==> config.mk <==
export PLATFORM = sky130hd
export DESIGN_NAME = ssq_sequencer
export DESIGN_NICKNAME = d
export VERILOG_FILES = /design/src/core/ssq_pkg.sv /design/src/core/ssq_pin_sync.sv /design/src/core/ssq_sequencer.sv
export SDC_FILE = /design/constraint.sdc
export NUM_CORES = 1
export LEC_CHECK = 0
export BUFFER_PORTS_ARGS = -buffer_cell sky130_fd_sc_hd__buf_2
export CELL_PAD_IN_SITES_DETAIL_PLACEMENT = 1
export CELL_PAD_IN_SITES_GLOBAL_PLACEMENT = 1
export CORE_UTILIZATION = 44
export CTS_CLUSTER_SIZE = 20
export DETAILED_ROUTE_END_ITERATION = 10
export MAX_ROUTING_LAYER = met4
export PLACE_DENSITY_LB_ADDON = 0.1
export SYNTH_ARGS = -nofsm -noshare
export SYNTH_HDL_FRONTEND = slang
export SYNTH_SLANG_ARGS = --single-unit
==> constraint.sdc <==
create_clock -name pclk -period 3.4 [get_ports pclk]
set_clock_uncertainty 0.1 [all_clocks]
set_input_delay 0.17 -clock pclk [delete_from_list [all_inputs] [get_ports pclk]]
set_output_delay 0.17 -clock pclk [all_outputs]
set_load 0.01 [all_outputs]
==> src/core/ssq_pkg.sv <==
// Shared constants and types for the stereo converter sequencer.
// Assumes a single master clock domain; pins are synchronised in the core.
package ssq_pkg;

  // ----------------------------------------------------------------
  // Result and timing
  // ----------------------------------------------------------------
  localparam int RES_BITS = 16;
  localparam int CONV_CYCLES = 192;
  localparam int unsigned CAL_CYCLES = 34584480;
  localparam int SEQ_W = 26;
  localparam int BITCNT_W = 5;

  // ----------------------------------------------------------------
  // Register map (byte offsets)
  // ----------------------------------------------------------------
  localparam int ADDR_W = 8;
  localparam logic [ADDR_W-1:0] CTRL_OFS = 8'h00;
  localparam logic [ADDR_W-1:0] STATUS_OFS = 8'h04;
  localparam logic [ADDR_W-1:0] LEFT_OFS = 8'h08;
  localparam logic [ADDR_W-1:0] RIGHT_OFS = 8'h0c;

  // Control fields
  localparam int CTRL_TWOS_BIT = 0;
  localparam int CTRL_SLEEP_BIT = 1;
  localparam logic [1:0] CTRL_RST = 2'h0;

  // Status fields
  localparam int STAT_READY_BIT = 0;
  localparam int STAT_BUSY_BIT = 1;
  localparam int STAT_ACQ_RIGHT_BIT = 2;
  localparam int STAT_SLEEP_BIT = 3;
  localparam int STAT_CAL_BIT = 4;

  // Pin synchroniser lanes
  localparam int PIN_HOLD = 0;
  localparam int PIN_CHAN = 1;
  localparam int PIN_SCLK = 2;
  localparam int PIN_W = 3;
  localparam logic [PIN_W-1:0] PIN_RST = 3'h3;

  // ----------------------------------------------------------------
  // Sequencer states
  // ----------------------------------------------------------------
  typedef enum logic [3:0] {
    ST_CAL = 4'b0001,
    ST_IDLE = 4'b0010,
    ST_CONV = 4'b0100,
    ST_SLEEP = 4'b1000
  } ssq_state_e;

endpackage

==> src/core/ssq_pin_sync.sv <==
// Three-stage synchroniser with agreement filter and edge pulses.
// Assumes pins are asynchronous to pclk; edges lag the pin by 3-4 cycles.
module ssq_pin_sync #(
  parameter int W = 3,
  parameter logic [W-1:0] RST_VAL = '0
) (
  input wire logic pclk, // Master clock
  input wire logic presetn, // Async reset, active low
  input wire logic [W-1:0] pin_in, // Raw pins
  output logic [W-1:0] level, // Filtered level
  output logic [W-1:0] rise, // One-cycle rising pulse
  output logic [W-1:0] fall // One-cycle falling pulse
);

  logic [W-1:0] s1;
  logic [W-1:0] s2;
  logic [W-1:0] s3;

  // ----------------------------------------------------------------
  // Stages
  // ----------------------------------------------------------------
  // First stage feeds only the second, to contain metastability
  always_ff @(posedge pclk or negedge presetn) begin
    if (!presetn) begin
      s1 <= RST_VAL;
      s2 <= RST_VAL;
      s3 <= RST_VAL;
    end else begin
      s1 <= pin_in;
      s2 <= s1;
      s3 <= s2;
    end
  end

  always_ff @(posedge pclk or negedge presetn) begin
    if (!presetn) begin
      level <= RST_VAL;
      rise <= '0;
      fall <= '0;
    end else begin
      for (int i = 0; i < W; i++) begin
        if (s2[i] == s3[i]) begin
          level[i] <= s3[i];
        end
        rise[i] <= (s2[i] == s3[i]) && s3[i] && !level[i];
        fall[i] <= (s2[i] == s3[i]) && !s3[i] && level[i];
      end
    end
  end

endmodule

==> src/core/ssq_sequencer.sv <==
// Conversion sequencer, serial output and APB registers of the converter.
// Assumes pclk is the master clock; hold, channel select and serial clock
// arrive on pins from the host timing generator, unsynchronised.

module ssq_sequencer import ssq_pkg::*; #(
  parameter int unsigned CAL_LEN = CAL_CYCLES
) (
  input wire logic pclk, // Master clock
  input wire logic presetn, // Async reset, active low
  input wire logic psel, // APB select
  input wire logic penable, // APB enable
  input wire logic pwrite, // APB write
  input wire logic [ADDR_W-1:0] paddr, // APB byte address
  input wire logic [31:0] pwdata, // APB write data
  output logic [31:0] prdata, // APB read data
  output logic pready, // APB ready
  output logic pslverr, // APB error, unmapped address
  input wire logic hold_n, // Conversion strobe pin
  input wire logic chan_sel, // Channel select pin, high is left
  input wire logic sclk, // Serial clock pin
  input wire logic [RES_BITS-1:0] core_result, // Offset binary from core
  output logic core_acq_right, // Core tracks right input
  output logic calibration_ready_n, // Low while calibrating
  output logic dual_channel_hold_ctl, // High holds both external S/H
  output logic right_channel_hold_ctl, // High holds right external S/H
  output logic left_track_indicator, // Low while left is tracked
  output logic right_track_indicator, // Low while right is tracked
  output logic serial_result_out // Serial data, MSB first
);

  // ----------------------------------------------------------------
  // Helpers
  // ----------------------------------------------------------------
  function automatic logic [RES_BITS-1:0] code_fn(
    input logic [RES_BITS-1:0] raw,
    input logic twos
  );
    code_fn = twos ? {~raw[RES_BITS-1], raw[RES_BITS-2:0]} : raw;
  endfunction

  function automatic logic reg_hit(input logic [ADDR_W-1:0] a);
    reg_hit = (a == CTRL_OFS) || (a == STATUS_OFS) ||
              (a == LEFT_OFS) || (a == RIGHT_OFS);
  endfunction

  localparam logic [SEQ_W-1:0] CAL_LAST = SEQ_W'(CAL_LEN - 1);
  localparam logic [SEQ_W-1:0] CONV_LAST = SEQ_W'(CONV_CYCLES - 1);

  ssq_state_e state;
  ssq_state_e next_state;
  logic [SEQ_W-1:0] seq_cnt;
  logic [PIN_W-1:0] pin_lvl;
  logic [PIN_W-1:0] pin_rise;
  logic [PIN_W-1:0] pin_fall;
  logic hold_fall;
  logic sclk_rise;
  logic sclk_fall;
  logic twos_sel;
  logic sleep_req;
  logic conv_right;
  logic [RES_BITS-1:0] last_result;
  logic [RES_BITS-1:0] left_result;
  logic [RES_BITS-1:0] right_result;
  logic [RES_BITS-1:0] shreg;
  logic [BITCNT_W-1:0] bits_left;
  logic first_rise;
  logic seq_done;
  logic apb_wr;

  // ----------------------------------------------------------------
  // Pin capture
  // ----------------------------------------------------------------
  ssq_pin_sync #(
    .W(PIN_W),
    .RST_VAL(PIN_RST)
  ) u_pins (
    .pclk(pclk),
    .presetn(presetn),
    .pin_in({sclk, chan_sel, hold_n}),
    .level(pin_lvl),
    .rise(pin_rise),
    .fall(pin_fall)
  );

  assign hold_fall = pin_fall[PIN_HOLD];
  assign sclk_rise = pin_rise[PIN_SCLK];
  assign sclk_fall = pin_fall[PIN_SCLK];

  // ----------------------------------------------------------------
  // Sequencer
  // ----------------------------------------------------------------
  assign seq_done = (state == ST_CAL) ? (seq_cnt == CAL_LAST)
                                      : (seq_cnt == CONV_LAST);

  always_comb begin
    next_state = state;
    unique case (state)
      ST_CAL: begin
        if (seq_done) begin
          next_state = ST_IDLE;
        end
      end
      ST_IDLE: begin
        if (sleep_req) begin
          next_state = ST_SLEEP;
        end else if (hold_fall) begin
          next_state = ST_CONV;
        end
      end
      ST_CONV: begin
        if (seq_done) begin
          next_state = ST_IDLE;
        end
      end
      ST_SLEEP: begin
        if (!sleep_req) begin
          next_state = ST_IDLE;
        end
      end
      default: next_state = ST_CAL;
    endcase
  end

  // Reset abandons any activity and restarts calibration from zero
  always_ff @(posedge pclk or negedge presetn) begin
    if (!presetn) begin
      state <= ST_CAL;
    end else begin
      state <= next_state;
    end
  end

  // One counter serves calibration and conversion timing
  always_ff @(posedge pclk or negedge presetn) begin
    if (!presetn) begin
      seq_cnt <= '0;
    end else if (state != next_state) begin
      seq_cnt <= '0;
    end else if (state == ST_CAL || state == ST_CONV) begin
      seq_cnt <= seq_cnt + SEQ_W'(1);
    end
  end

  always_ff @(posedge pclk or negedge presetn) begin
    if (!presetn) begin
      calibration_ready_n <= 1'b0;
    end else if (state == ST_CAL && seq_done) begin
      calibration_ready_n <= 1'b1;
    end
  end

  // ----------------------------------------------------------------
  // Channel and sample/hold control
  // ----------------------------------------------------------------
  // Channel acquired at conversion end is the one converted next
  always_ff @(posedge pclk or negedge presetn) begin
    if (!presetn) begin
      conv_right <= 1'b0;
      left_track_indicator <= 1'b1;
      right_track_indicator <= 1'b1;
      dual_channel_hold_ctl <= 1'b0;
    end else if (seq_done && state != ST_IDLE && state != ST_SLEEP) begin
      conv_right <= !pin_lvl[PIN_CHAN];
      left_track_indicator <= !pin_lvl[PIN_CHAN];
      right_track_indicator <= pin_lvl[PIN_CHAN];
      dual_channel_hold_ctl <= 1'b0;
    end else if (state == ST_IDLE && next_state == ST_CONV) begin
      left_track_indicator <= 1'b1;
      right_track_indicator <= 1'b1;
      dual_channel_hold_ctl <= 1'b1;
    end
  end

  always_ff @(posedge pclk or negedge presetn) begin
    if (!presetn) begin
      right_channel_hold_ctl <= 1'b0;
    end else if (state == ST_IDLE && next_state == ST_CONV) begin
      right_channel_hold_ctl <= !conv_right;
    end
  end

  assign core_acq_right = conv_right;

  // ----------------------------------------------------------------
  // Results
  // ----------------------------------------------------------------
  always_ff @(posedge pclk or negedge presetn) begin
    if (!presetn) begin
      last_result <= '0;
      left_result <= '0;
      right_result <= '0;
    end else if (state == ST_CONV && seq_done) begin
      last_result <= core_result;
      if (conv_right) begin
        right_result <= core_result;
      end else begin
        left_result <= core_result;
      end
    end
  end

  // ----------------------------------------------------------------
  // Serial output
  // ----------------------------------------------------------------
  // Previous result goes out during this conversion
  always_ff @(posedge pclk or negedge presetn) begin
    if (!presetn) begin
      shreg <= '0;
      bits_left <= '0;
      first_rise <= 1'b0;
    end else if (state == ST_IDLE && next_state == ST_CONV) begin
      shreg <= code_fn(last_result, twos_sel);
      bits_left <= BITCNT_W'(RES_BITS);
      first_rise <= 1'b0;
    end else begin
      if (sclk_rise) begin
        first_rise <= 1'b1;
      end
      if (sclk_fall && first_rise && bits_left != '0) begin
        shreg <= {shreg[RES_BITS-2:0], 1'b0};
        bits_left <= bits_left - BITCNT_W'(1);
      end
    end
  end

  assign serial_result_out = shreg[RES_BITS-1];

  // ----------------------------------------------------------------
  // APB registers
  // ----------------------------------------------------------------
  assign apb_wr = psel && penable && pwrite;
  // Read data is registered in setup, so every access has no wait
  assign pready = 1'b1;
  assign pslverr = psel && penable && !reg_hit(paddr);

  always_ff @(posedge pclk or negedge presetn) begin
    if (!presetn) begin
      {sleep_req, twos_sel} <= CTRL_RST;
    end else if (apb_wr && paddr == CTRL_OFS) begin
      twos_sel <= pwdata[CTRL_TWOS_BIT];
      sleep_req <= pwdata[CTRL_SLEEP_BIT];
    end
  end

  always_ff @(posedge pclk or negedge presetn) begin
    if (!presetn) begin
      prdata <= '0;
    end else if (psel && !penable) begin
      prdata <= '0;
      unique case (paddr)
        CTRL_OFS: begin
          prdata[CTRL_TWOS_BIT] <= twos_sel;
          prdata[CTRL_SLEEP_BIT] <= sleep_req;
        end
        STATUS_OFS: begin
          prdata[STAT_READY_BIT] <= calibration_ready_n;
          prdata[STAT_BUSY_BIT] <= (state == ST_CONV);
          prdata[STAT_ACQ_RIGHT_BIT] <= conv_right;
          prdata[STAT_SLEEP_BIT] <= (state == ST_SLEEP);
          prdata[STAT_CAL_BIT] <= (state == ST_CAL);
        end
        LEFT_OFS: prdata[RES_BITS-1:0] <= left_result;
        RIGHT_OFS: prdata[RES_BITS-1:0] <= right_result;
        default: prdata <= '0;
      endcase
    end
  end

  logic [SEQ_W-1:0] since_rst;
  logic [SEQ_W-1:0] conv_len;
  always_ff @(posedge pclk or negedge presetn) begin
    if (!presetn) begin
      since_rst <= '0;
      conv_len <= '0;
    end else begin
      if (since_rst != '1) begin
        since_rst <= since_rst + SEQ_W'(1);
      end
      conv_len <= (state == ST_CONV) ? conv_len + SEQ_W'(1) : '0;
    end
  end
endmodule

---- Yosys cells after proc, flatten, opt, wreduce, memory -nomap -nowiden ----
Cells that the tools add are included.
storage, ports and cells
  flip-flop bits (word level) ............. 142
  input port bits ......................... 64
  output and inout port bits .............. 41
operators by class
  add/subtract/negate cells ............... 2
  equality and inequality tests ........... 16
  multiplexer cells ....................... 22
  bitwise logic cells ..................... 2
  reduce and logical (&&, ||, !) cells .... 46
operator list
  kind                                                                 count
  26-bit 2-to-1 mux                                                    2
  16-bit 2-to-1 mux                                                    3
  26-bit by 1-bit adder with 26-bit output (second input constant)     1
  26-bit == test (second input constant)                               1
  26-bit by 8-bit == test with 1-bit output (second input constant)    1
  1-bit logical AND                                                    24
  11-bit case mux with 2 select lines                                  1
  8-bit by 4-bit == test with 1-bit output (second input constant)     2
  4-bit 2-to-1 mux                                                     4
  4-bit case mux with 3 select lines                                   1
  5-bit 2-to-1 mux                                                     2
  1-bit logical NOT                                                    9
  3-bit case mux with 3 select lines                                   1
  4-bit by 3-bit == test with 1-bit output (second input constant)     2
  8-bit by 3-bit == test with 1-bit output (second input constant)     1
  8-bit logical NOT                                                    1
  2-bit case mux with 4 select lines                                   1
  2-bit nonzero test                                                   4
  1-bit 2-to-1 mux                                                     7
  5-bit nonzero test                                                   1
  5-bit by 1-bit subtractor with 5-bit output (second input constant)  1
  4-bit by 1-bit == test with 1-bit output (second input constant)     1
  4-bit by 2-bit == test with 1-bit output (second input constant)     1
  4-bit == test (second input constant)                                1
  other kinds (8)                                                      15

---- Depth between registers and ports, before layout ----
Gate-level depths: netlist of run 1.
  depth after elaboration ................. 8
  mapped depth ............................ 8
  mapped depth without buffers ............ 6

---- Cells and area by module ----
From an unflattened synthesis of run 1, not the netlist that was laid out.
unflattened totals
  cell total of the unflattened synthesis .. 559
  area total of the unflattened synthesis .. 6586.3 um^2
by module, submodules not included
  module         instances  cells an instance  area each (um^2)  sequential area each (um^2)
  ssq_sequencer  1          520                5945.7            3106.7
  ssq_pin_sync   1          39                 640.6             460.4

---- Worst setup path after synthesis of run 1 ----
No wires, ideal clock.
  path type ............................... register to register
  start point ............................. reg state[1]
  end point ............................... reg right_result[10]
  library setup time ...................... 0.125 ns
  data arrival time ....................... 2.870 ns
  setup slack ............................. 0.305 ns
  cell stages (with the launch flop) ...... 8
  cells stage by stage .................... dfrtp_1 > buf_6 > or4b_4 > or4_4 > a2111oi_4 > nand3_2 > buf_4 > mux2_2
on the way
  longest elaborated chain between the ends .. 4
ends and longest elaborated chain
  item                                      RTL line              RTL
  start, declared                           ssq_sequencer.sv:49   ssq_state_e state;
  start signal, assigned                    ssq_sequencer.sv:129  state <= next_state;
  4-bit by 1-bit == test with 1-bit output  ssq_sequencer.sv:92   assign seq_done = (state == ST_CAL) ? (seq_cnt == CAL_LAST)
  1-bit 2-to-1 mux                          ssq_sequencer.sv:92
  1-bit logical AND (*)                     ssq_sequencer.sv:192  end else if (state == ST_CONV && seq_done) begin
  2-bit AND reduction (no source line) (*)  --
  end signal, assigned                      ssq_sequencer.sv:195  right_result <= core_result;
  end, declared                             ssq_sequencer.sv:63   logic [RES_BITS-1:0] right_result;
Mark *: on every way between the ends. The rest lies on a longest branch, timed or not.
A chain may end at the register's enable or synchronous reset.

---- Worst setup path after layout of run 1 ----
  start point ............................. reg state[1]
  end point ............................... reg left_result[7]
on the way
  longest elaborated chain between the ends .. 4
ends and longest elaborated chain
  item                                      RTL line              RTL
  4-bit by 1-bit == test with 1-bit output  ssq_sequencer.sv:92
  1-bit 2-to-1 mux                          ssq_sequencer.sv:92
  1-bit logical AND (*)                     ssq_sequencer.sv:192
  2-bit AND reduction (no source line) (*)  --
  end signal, assigned                      ssq_sequencer.sv:197  left_result <= core_result;
  end, declared                             ssq_sequencer.sv:62   logic [RES_BITS-1:0] left_result;
Marked as above.

==> results of run 1 <==
[how the worst min path moves through the flow]
| stage | to | slack (ns) | cells past startpoint |
|---|---|---|---|
| final | prdata[1] | 0.01 | 4 |
| after global routing | sleep_req | 0.04 | 3 |
| after CTS | prdata[1] | 0.005 | 4 |
| after detailed placement | u_pins.s1[1] | 0.18 | 1 |
| after global placement | u_pins.s1[1] | 0.18 | 1 |
| after floorplan | bits_left[0] | -0.23 | 0 |
[sequential cells by signal, indices dropped and copies added (netlist names), 2 cells and up]
signal        cells
seq_cnt          26
last_result      16
left_result      16
prdata           16
right_result     16
shreg            16
bits_left         5
state             4
u_pins.level      3
u_pins.s1         3
u_pins.s2         3
u_pins.s3         3
u_pins.fall       2
[metal layers]
| metal | up-vias | share of wire (%) | GRT usage (%) |
|---|---|---|---|
| li1 | 2077 | - | - |
| met5 | - | 0 | - |
| met3 | 18 | 2.9 | 5.028 |
| met4 | 0 | 1.3 | 7.099 |
| met1 | 2234 | 46 | 29.10 |
| met2 | 76 | 50 | 35.58 |
[worst max-delay path: stages, from the launching register on]
cell	delay [ns]
dfrtp_1	0.49
or4b_4	0.62
or4_4	0.55
a2111oi_4	0.36
buf_4	0.24
nand3_2	0.08
buf_4	0.22
mux2_2	0.31
[synth_stat cells (5+ instances only)]
| cell type | number | area [um2] |
|---|---|---|
| mux2i_1 | 18 | 180.2 |
| inv_1 | 14 | 52.55 |
| buf_4 | 18 | 135.1 |
| clkbuf_1 | 18 | 67.56 |
| and3_1 | 6 | 37.54 |
| nor4_1 | 8 | 50.05 |
| a22oi_1 | 14 | 105.1 |
| nor3_1 | 12 | 60.06 |
| nand2_1 | 54 | 202.7 |
| xnor2_1 | 18 | 157.7 |
| dfstp_2 | 11 | 289.0 |
| mux2_2 | 50 | 563.0 |
| o21ai_0 | 41 | 205.2 |
| nor2_1 | 40 | 150.1 |
| ha_1 | 6 | 75.07 |
| nand4_1 | 12 | 75.07 |
| dfrtp_1 | 128 | 3203 |
| and2_1 | 5 | 31.28 |
| nand3_1 | 11 | 55.05 |
| xor2_1 | 12 | 105.1 |
[power by group through the flow]
stage | Clock (uW) | Combinational [uW] | Sequential [uW]
global route | 1990 | 178 | 1730
finish | 1880 | 157 | 1730
CTS | 1920 | 159 | 1730
global placement | 0 | 132 | 1750
detailed placement | 0 | 138 | 1750
floorplan | 0 | 73.7 | 1750
[through the flow]
stage	worst slack, ns	util, %
floorplan	0.3050	-
global placement	0.3649	48.68
detailed placement	0.3214	48.68
CTS	0.2864	54.55
global route	0.1881	54.55
finish	0.3010	54.57
[cell type report]
cell class,instances,area (um2)
multi-input combinational,372,2550
clock buffer,22,454.2
tap,180,225.2
inverter,14,52.55
timing repair buffer,95,656.9
fill,1487,6306
clock inverter,10,141.4
antenna,1,2.502
sequential,139,3492
[timing repair]
| item | CTS | global route |
|---|---|---|
| hold endpoints to repair | 126 | 0 |
| setup endpoints to repair | 0 | 0 |
| hold buffers | 22 | 0 |
[cells by family after synthesis]
logic type,count (synthesis),share of synthesized area (%)
buf+inv,58,4.858
xor+xnor,30,4.181
compound gates,72,7.287
fa+ha+maj,7,1.354
other cells,2,0.1195
simple gates,176,14.10
mux,70,12.54
flops,139,55.56
==> results by group, run 1 <==
Drt
  – DR iter-0 viols: 199
  – Final WL: 14.62 mm
  – DRT Pass-1 Iters: 4
  – Routed vias: 4,405
  – DRC: 0
  – Via-per-instance ratio: 5.288
  – WL/cell: 17.55 um
  – Routed Antenna Nets: 0

Yosys
  – Synth cell types: 53
  – Synthesis Warnings: 0
  – Post-synthesis area per instance: 11.34 um2
  – Main synth FF type: dfrtp_1
  – Synthesized flop and latch total: 139
  – Seq/Total Area, Yosys: 55.56%
  – Number of synthesized flops with an enable pin: 0
  – Asr flop ratio synth: 100.0%
  – Mapped Cells: 554
  – Post-synthesis cell area: 0.006285 mm2

Placement
  – Placed cells: 778
  – IO buf count: 57
  – Post-DP HPWL: 9.568 mm
  – Routability cong.: 0.7776
  – Cell Area, Placed: 0.006756 mm2

Critical path
  – Crit path launch: state[1]
  – Crit path to: left_result[7]
  – Worst setup path class: register to register
  – Worst r2r dst: left_result[7]
  – R2R Setup Slk: 0.30 ns
  – Depth of the most critical reg-to-reg path: 7
  – Crit path launch type: register
  – Worst EP arrival: 3.30 ns
  – CP Capture Type: register
  – Worst Path Required: 3.60 ns
  – R2r startpoint: state[1]
  – Critical path fanouts, max: 16

Floorplanning
  – Starting Density: 45.28%
  – Chip width: 121.5 um
  – Die height: 121.5 um
  – Ports: 105
  – Die ar.: 0.01477 mm2
  – Core Region: 0.01388 mm2
  – Rows: 43

Pwr
  – Lkg Pwr: 0.003352 uW
  – Int Pwr: 2944 uW
  – Sequential power share: 45.9%
  – Switch share: 21.75%
  – Switching pwr: 818.3 uW
  – Worst vdd ir: 366.8 uV
  – Power share of the combinational group: 4.2%
  – Final Power: 3763 uW
  – PwrDens: 496.8 mW/mm2
  – Clock network power share: 50.0%

Timing
  – Hold WS: 0.01045 ns
  – Period utilization: 91.15%
  – Actual slew at the worst max-slew pin: 0.9986 ns
  – Endpoints failing setup: 0
  – Unrepaired setup endpoints after global routing: false
  – Slew HR: 33.42%
  – Max Transition Viols Final: 0
  – Setup TNS Final: 0 ns
  – Final Hold Viols: 0
  – Max Freq: 322.7 MHz
  – Min Tclk post-route: 3.099 ns

Hold path
  – Min-delay src: paddr[4]
  – HP Class: primary input to register

Clock network
  – CTS tree: done
  – CTS Root Cell: clkbuf_16
  – CTS H-tree lvls: 4
  – Post_cts resized: 0
  – CTS max path bufs: 2
  – Clock-pin slew on the worst setup and hold paths: 0.06 ns
  – CTS Buf Count: 17
  – Clock latency on the worst-skew pair: 0.42 ns
  – Post-CTS Setup Inserts: 0
  – Num Clock Sinks: 139

Global routing
  – Vias in the first global route: 4,694
  – Congestion Overflow GR: 0
  – First-pass GRT wire length: 24.41 mm
  – Pin count of the biggest net entering global routing: 86
  – Initial antenna violation count: 0
  – Total track usage: 22.61%

Finish
  – Synthesis-to-layout area growth: 20.53%
  – Final nets: 709
  – Final non-filler cell total: 833
  – Most frequent cells in the layout: dfrtp_1, buf_2, nand2_1, mux2_2, o21ai_0
  – Layout cells sized above 1: 26.53%
  – Most common cell after layout, fill and taps aside: dfrtp_1
  – Final instance area: 0.007575 mm2

Status
  – Status: completed

Job
  – Max Cap Violations: 0
(Power assumes the default switching activity.)
==> run 2, diff against run 1 <==
--- a/config.mk
+++ b/config.mk
@@ -6,13 +6,12 @@
 export NUM_CORES = 1
 export LEC_CHECK = 0
 export BUFFER_PORTS_ARGS = -buffer_cell sky130_fd_sc_hd__buf_2
-export CELL_PAD_IN_SITES_DETAIL_PLACEMENT = 1
-export CELL_PAD_IN_SITES_GLOBAL_PLACEMENT = 1
-export CORE_UTILIZATION = 44
+export CORE_UTILIZATION = 56
 export CTS_CLUSTER_SIZE = 20
 export DETAILED_ROUTE_END_ITERATION = 10
+export HOLD_SLACK_MARGIN = 0.06
 export MAX_ROUTING_LAYER = met4
-export PLACE_DENSITY_LB_ADDON = 0.1
+export PLACE_DENSITY = 0.79
 export SYNTH_ARGS = -nofsm -noshare
 export SYNTH_HDL_FRONTEND = slang
 export SYNTH_SLANG_ARGS = --single-unit
==> results by group, run 2 (same netlist as run 1, synthesis figures left out) <==
Status
  – Status: completed

Floorplanning
  – Chip width: 107.9 um (-11%)
  – Die height: 107.9 um (-11%)
  – Die ar.: 0.01165 mm2 (-21%)
  – Rows: 38 (-12%)
  – Core Region: 0.01089 mm2 (-22%)
  – Ports: 105 (unchanged)
  – Starting Density: 57.72% (+12 points)

Clock network
  – Post_cts resized: 0 (unchanged)
  – CTS Root Cell: clkbuf_8
  – CTS max path bufs: 2 (unchanged)
  – Clock-pin slew on the worst setup and hold paths: 0.06 ns (about the same)
  – Clock latency on the worst-skew pair: 0.53 ns (+0.11 ns)
  – CTS H-tree lvls: 4 (unchanged)
  – CTS tree: done
  – Num Clock Sinks: 139 (unchanged)
  – CTS Buf Count: 17 (unchanged)

Finish
  – Final core occ: 69.51% (+15 points)
  – Most common cell after layout, fill and taps aside: dfrtp_1
  – Most frequent cells in the layout: dfrtp_1, buf_2, nand2_1, mux2_2, o21ai_0
  – Final nets: 715 (+0.85%)
  – Biggest register: seq_cnt
  – Max FFs per register: 26 (unchanged)
  – Synthesis-to-layout area growth: 20.43% (about the same)
  – Layout cells sized above 1: 26.18% (-0.35 points)
  – Final instance area: 0.007569 mm2 (about the same)

Global routing
  – Total track usage: 25.76% (+3.1 points)
  – First-pass GRT wire length: 21.90 mm (-10%)
  – Congestion Overflow GR: 0 (unchanged)
  – Initial antenna violation count: 1 (+1)
  – Pin count of the biggest net entering global routing: 88 (+2.3%)
  – Vias in the first global route: 4,482 (-4.5%)

Timing
  – Max Freq: 315.4 MHz (-2.3%)
  – Period utilization: 93.25% (+2.1 points)
  – Slew HR: 38.49% (+5.1 points)
  – Actual slew at the worst max-slew pin: 0.9227 ns (-0.07592 ns)
  – Min Tclk post-route: 3.171 ns (+0.07145 ns)
  – Endpoints failing setup: 0 (unchanged)
  – Final Hold Viols: 0 (unchanged)
  – Max Transition Viols Final: 0 (unchanged)
  – Unrepaired setup endpoints after global routing: false
  – Setup TNS Final: 0 ns (unchanged)

Job
  – Max Cap Violations: 0 (unchanged)

Critical path
  – Crit-path slowest cell: dfstp_2
  – Worst setup path class: register to register
  – Worst EP arrival: 3.48 ns (+0.18 ns)
  – CP Capture Type: register
  – Critical path fanouts, max: 16 (unchanged)
  – Worst Path Required: 3.71 ns (+0.11 ns)
  – Crit path launch type: register
  – CP Cell Sequence: or4b_4 -> or4_4 -> a2111oi_4 -> buf_4 -> nand2_2 -> mux2_2
  – Depth of the most critical reg-to-reg path: 6 (-1)
  – CP peak stage delay: 0.65 ns (+0.03 ns)

Placement
  – Routability cong.: 0.8681 (+12%)
  – Post-DP HPWL: 8.801 mm (-8.0%)
  – Cell Area, Placed: 0.006666 mm2 (-1.3%)
  – IO buf count: 57 (unchanged)

Drt
  – DR iter-0 viols: 303 (+52%)
  – DRC: 0 (unchanged)
  – WL/cell: 16.77 um (-4.5%)
  – Routed vias: 4,516 (+2.5%)
  – DRT Pass-1 Iters: 4 (unchanged)
  – Via-per-instance ratio: 5.659 (+7.0%)
  – Routed Antenna Nets: 0 (unchanged)
  – Final WL: 13.38 mm (-8.5%)

Pwr
  – Int Pwr: 2948 uW (+0.12%)
  – Lkg Pwr: 0.003382 uW (+0.88%)
  – PwrDens: 494.8 mW/mm2 (-0.39%)
  – Switching pwr: 797.1 uW (-2.6%)
  – Switch share: 21.28% (-0.46 points)
  – Worst vdd ir: 590.6 uV (+61%)
  – Sequential power share: 46.1% (+0.2 points)
  – Clock network power share: 49.7% (-0.3 points)
  – Power share of the combinational group: 4.2% (about the same)

Hold path
  – HP Class: primary input to register
  – Hold Path Depth: 5 (+1)
-- run 2: cell types whose count changed in the layout (fill, tap and decap cells not counted) --
cell           previous run  this run
clkinv_2                  2         1
clkbuf_8                  1         4
clkbuf_16                17        16
dlygate4sd3_1            22        30
clkbuf_1                  4         2
buf_12                    2         0
-- run 2: stage by stage --
stage / cells / power (uW) / worst slack [ns] / hold WS (ns)
after global placement: 736 / 1877 / 0.2831 / 0.1656
after floorplan: 569 / 1821 / 0.3050 / -0.2256
after global routing: 798 / 3859 / 0.1339 / 0.1597
after detailed placement: 736 / 1888 / 0.2500 / 0.1768
final: 798 / 3745 / 0.2295 / 0.1490
after CTS: 797 / 3773 / 0.2337 / 0.1294
-- run 2: final timing paths --
check | startpoint | slack, ns | to
worst min-delay path | paddr[3] | 0.15 | prdata[2]
worst max-delay path | state[0] | 0.23 | last_result[15]
min in group asynchronous | presetn | 0.16 | seq_cnt[23]
max in group asynchronous | presetn | 2.14 | right_track_indicator
worst min register to register | u_pins.s1[1] | 0.25 | u_pins.s2[1]
worst max register to register | state[0] | 0.23 | last_result[15]
-- run 2: timing repair --
action | 4_1_cts | 5_1_grt
buffers inserted | 0 | 0
hold buffers | 30 | 0
endpoints found under the hold margin | 143 | 0
-- run 2: metal layers --
layer,share of wire [%],global-route usage (%),up-vias
li1,-,-,2085
met1,44,32.36,2266
met2,50,40.25,148
met3,4.7,6.631,17
met4,1.5,9.980,0
met5,0,-,-
-- run 2: area by class of cell --
| class | count | area, um2 |
|---|---|---|
| clock inverters | 9 | 136.4 |
| repair buffers | 101 | 696.9 |
| multi-input cells | 372 | 2550 |
| inverters | 14 | 52.55 |
| flip-flops and latches | 139 | 3492 |
| diodes | 1 | 2.502 |
| fillers | 785 | 3319 |
| clock buffers | 22 | 462.9 |
| well taps | 140 | 175.2 |
-- run 2: critical path: cells and delay by family (launching register included) --
| family | cells | cell delay [ns] |
|---|---|---|
| AOI/OAI and AO/OA | 1 | 0.35 |
| buffers and inverters | 1 | 0.24 |
| DFF | 1 | 0.65 |
| muxes | 1 | 0.37 |
| and+or+nand+nor | 3 | 1.34 |
-- run 2: power groups by stage --
stage                     Combinational (uW)  Sequential (uW)  Clock (uW)
after floorplan                         73.7             1750           0
after global placement                   126             1750           0
final                                    158             1730        1860
after detailed placement                 133             1750           0
after CTS                                158             1730        1890
after global routing                     175             1730        1950
==> run 3, diff against run 2 <==
--- a/config.mk
+++ b/config.mk
@@ -5,12 +5,11 @@
 export SDC_FILE = /design/constraint.sdc
 export NUM_CORES = 1
 export LEC_CHECK = 0
-export BUFFER_PORTS_ARGS = -buffer_cell sky130_fd_sc_hd__buf_2
+export BUFFER_PORTS_ARGS = -buffer_cell sky130_fd_sc_hd__buf_4
 export CORE_UTILIZATION = 56
 export CTS_CLUSTER_SIZE = 20
 export DETAILED_ROUTE_END_ITERATION = 10
 export HOLD_SLACK_MARGIN = 0.06
-export MAX_ROUTING_LAYER = met4
 export PLACE_DENSITY = 0.79
 export SYNTH_ARGS = -nofsm -noshare
 export SYNTH_HDL_FRONTEND = slang
==> results by group, run 3 (same netlist as run 1, synthesis figures left out) <==
Status
  – Status: completed

Critical path
  – Worst EP arrival: 3.51 ns (+0.03 ns)
  – Crit path launch type: register
  – Crit path launch: state[0]
  – Worst setup path class: register to register
  – Worst Path Required: 3.71 ns (about the same)
  – Critical path fanouts, max: 16 (unchanged)
  – CP Capture Type: register
  – R2r startpoint: state[0]

Floorplanning
  – Die ar.: 0.01165 mm2 (unchanged)
  – Chip width: 107.9 um (unchanged)
  – Starting Density: 57.72% (unchanged)
  – Rows: 38 (unchanged)
  – Die height: 107.9 um (unchanged)
  – Ports: 105 (unchanged)
  – Core Region: 0.01089 mm2 (unchanged)

Placement
  – Routability cong.: 0.8354 (-3.8%)
  – Post-DP HPWL: 8.759 mm (-0.48%)
  – IO buf count: 57 (unchanged)
  – Pre-CTS setup slack: 0.2171 ns (-0.03287 ns)

Clock network
  – Num Clock Sinks: 139 (unchanged)
  – Clock-pin slew on the worst setup and hold paths: 0.06 ns (about the same)
  – Post-CTS Setup Inserts: 0 (unchanged)
  – Post_cts resized: 0 (unchanged)
  – CTS tree: done
  – CTS H-tree lvls: 4 (unchanged)
  – Number of buffers inserted by hold repair at cts: 30 (unchanged)
  – CTS max path bufs: 2 (unchanged)
  – Clock latency on the worst-skew pair: 0.53 ns (about the same)
  – CTS Buf Count: 17 (unchanged)
  – CTS Root Cell: clkbuf_8

Timing
  – Final Hold Viols: 0 (unchanged)
  – Setup TNS Final: 0 ns (unchanged)
  – Slew HR: 42.79% (+4.3 points)
  – Setup WS post-layout: 0.1985 ns (-0.03102 ns)
  – Max Transition Viols Final: 0 (unchanged)
  – Max Freq: 312.4 MHz (-0.97%)
  – Actual slew at the worst max-slew pin: 0.8582 ns (-0.06453 ns)
  – Endpoints failing setup: 0 (unchanged)
  – Period utilization: 94.16% (+0.91 points)
  – Unrepaired setup endpoints after global routing: false
  – Min Tclk post-route: 3.202 ns (+0.03102 ns)

Finish
  – Biggest register: seq_cnt
  – Synthesis-to-layout area growth: 23.83%
  – Max FFs per register: 26 (unchanged)
  – Layout cells sized above 1: 26.22% (+0.040 points)
  – Most common cell after layout, fill and taps aside: dfrtp_1
  – Most frequent cells in the layout: dfrtp_1, buf_4, nand2_1, mux2_2, o21ai_0
  – Final nets: 713 (-0.28%)
  – Final core occ: 71.48% (+2.0 points)

Drt
  – Final WL: 13.52 mm (+1.1%)
  – DRC: 0 (unchanged)
  – Routed vias: 4,468 (-1.1%)
  – Routed Antenna Nets: 0 (unchanged)
  – DRT Pass-1 Iters: 7 (+3)
  – DR iter-0 viols: 299 (-1.3%)
  – Via-per-instance ratio: 5.606 (-0.94%)
  – WL/cell: 16.97 um (+1.2%)

Global routing
  – Total track usage: 25.94% (+0.18 points)
  – Pin count of the biggest net entering global routing: 80 (-9.1%)
  – First-pass GRT wire length: 22.43 mm (+2.4%)
  – Vias in the first global route: 4,549 (+1.5%)
  – Congestion Overflow GR: 0 (unchanged)
  – Initial antenna violation count: 0 (-1)

Hold path
  – HP Class: primary input to asynchronous set/reset pin

Pwr
  – Worst vdd ir: 416.4 uV (-29%)
  – Lkg Pwr: 0.003433 uW (+1.5%)
  – PwrDens: 507.8 mW/mm2 (+2.6%)

Job
  – Max Cap Violations: 0 (unchanged)
[run 3: cell types whose count changed in the layout (fill, tap and decap cells not counted)]
cell / before / now
buf_12: 0 / 2
buf_2: 56 / 0
buf_4: 14 / 66
bufinv_16: 3 / 6
clkbuf_1: 2 / 1
clkbuf_8: 4 / 3
clkinv_2: 1 / 3
clkinv_4: 2 / 0
clkinvlp_4: 2 / 3
inv_6: 1 / 0
[run 3: cell type report]
cell class | count | area [um2]
timing repair buffer | 99 | 847.1
multi-input combinational | 372 | 2550
clock inverter | 12 | 217.7
inverter | 14 | 52.55
antenna | 1 | 2.502
clock buffer | 20 | 445.4
tap | 140 | 175.2
fill | 716 | 3105
sequential | 139 | 3492
[run 3: critical path, stage by stage (launching register included)]
cell and delay (ns):
dfstp_2 0.66, or4b_4 0.53, or4_4 0.54, a2111oi_4 0.35, buf_4 0.24, nand2_2 0.28, mux2_2 0.38
[run 3: stage by stage]
stage,hold WS (ns),cells,power (uW),area [um2]
2_1_floorplan,-0.2256,569,1821,6341
3_3_place_gp,0.07243,734,1890,6817
3_5_place_dp,0.08440,734,1901,6817
4_1_cts,0.07284,796,3982,7780
5_1_grt,0.1119,796,4082,7780
6_report,0.08215,797,3952,7782
[run 3: worst paths after layout]
check / end / slack [ns] / depth (start not counted)
setup / recovery: last_result[14] / 0.20 / 6
hold / removal: seq_cnt[13] / 0.08 / 2
setup reg to reg: last_result[14] / 0.20 / 6
hold reg to reg: u_pins.s2[2] / 0.25 / 0
max in group asynchronous: last_result[12] / 2.30 / 3
min in group pclk: prdata[2] / 0.12 / 5
[run 3: power by group]
part	leakage [uW]	total (uW)	internal, uW	switching (uW)
clock	0.000317	2050	1370	679
sequential	0.00177	1730	1700	24.3
combinational	0.00135	171	81.7	89.6
[run 3: metal layers]
layer	part of all wire (%)	global-route usage, %	up-vias
met5	0	0	-
met4	1.3	9.785	0
met3	5.1	6.691	17
met2	51	41.62	129
met1	43	34.11	2240
li1	-	-	2082
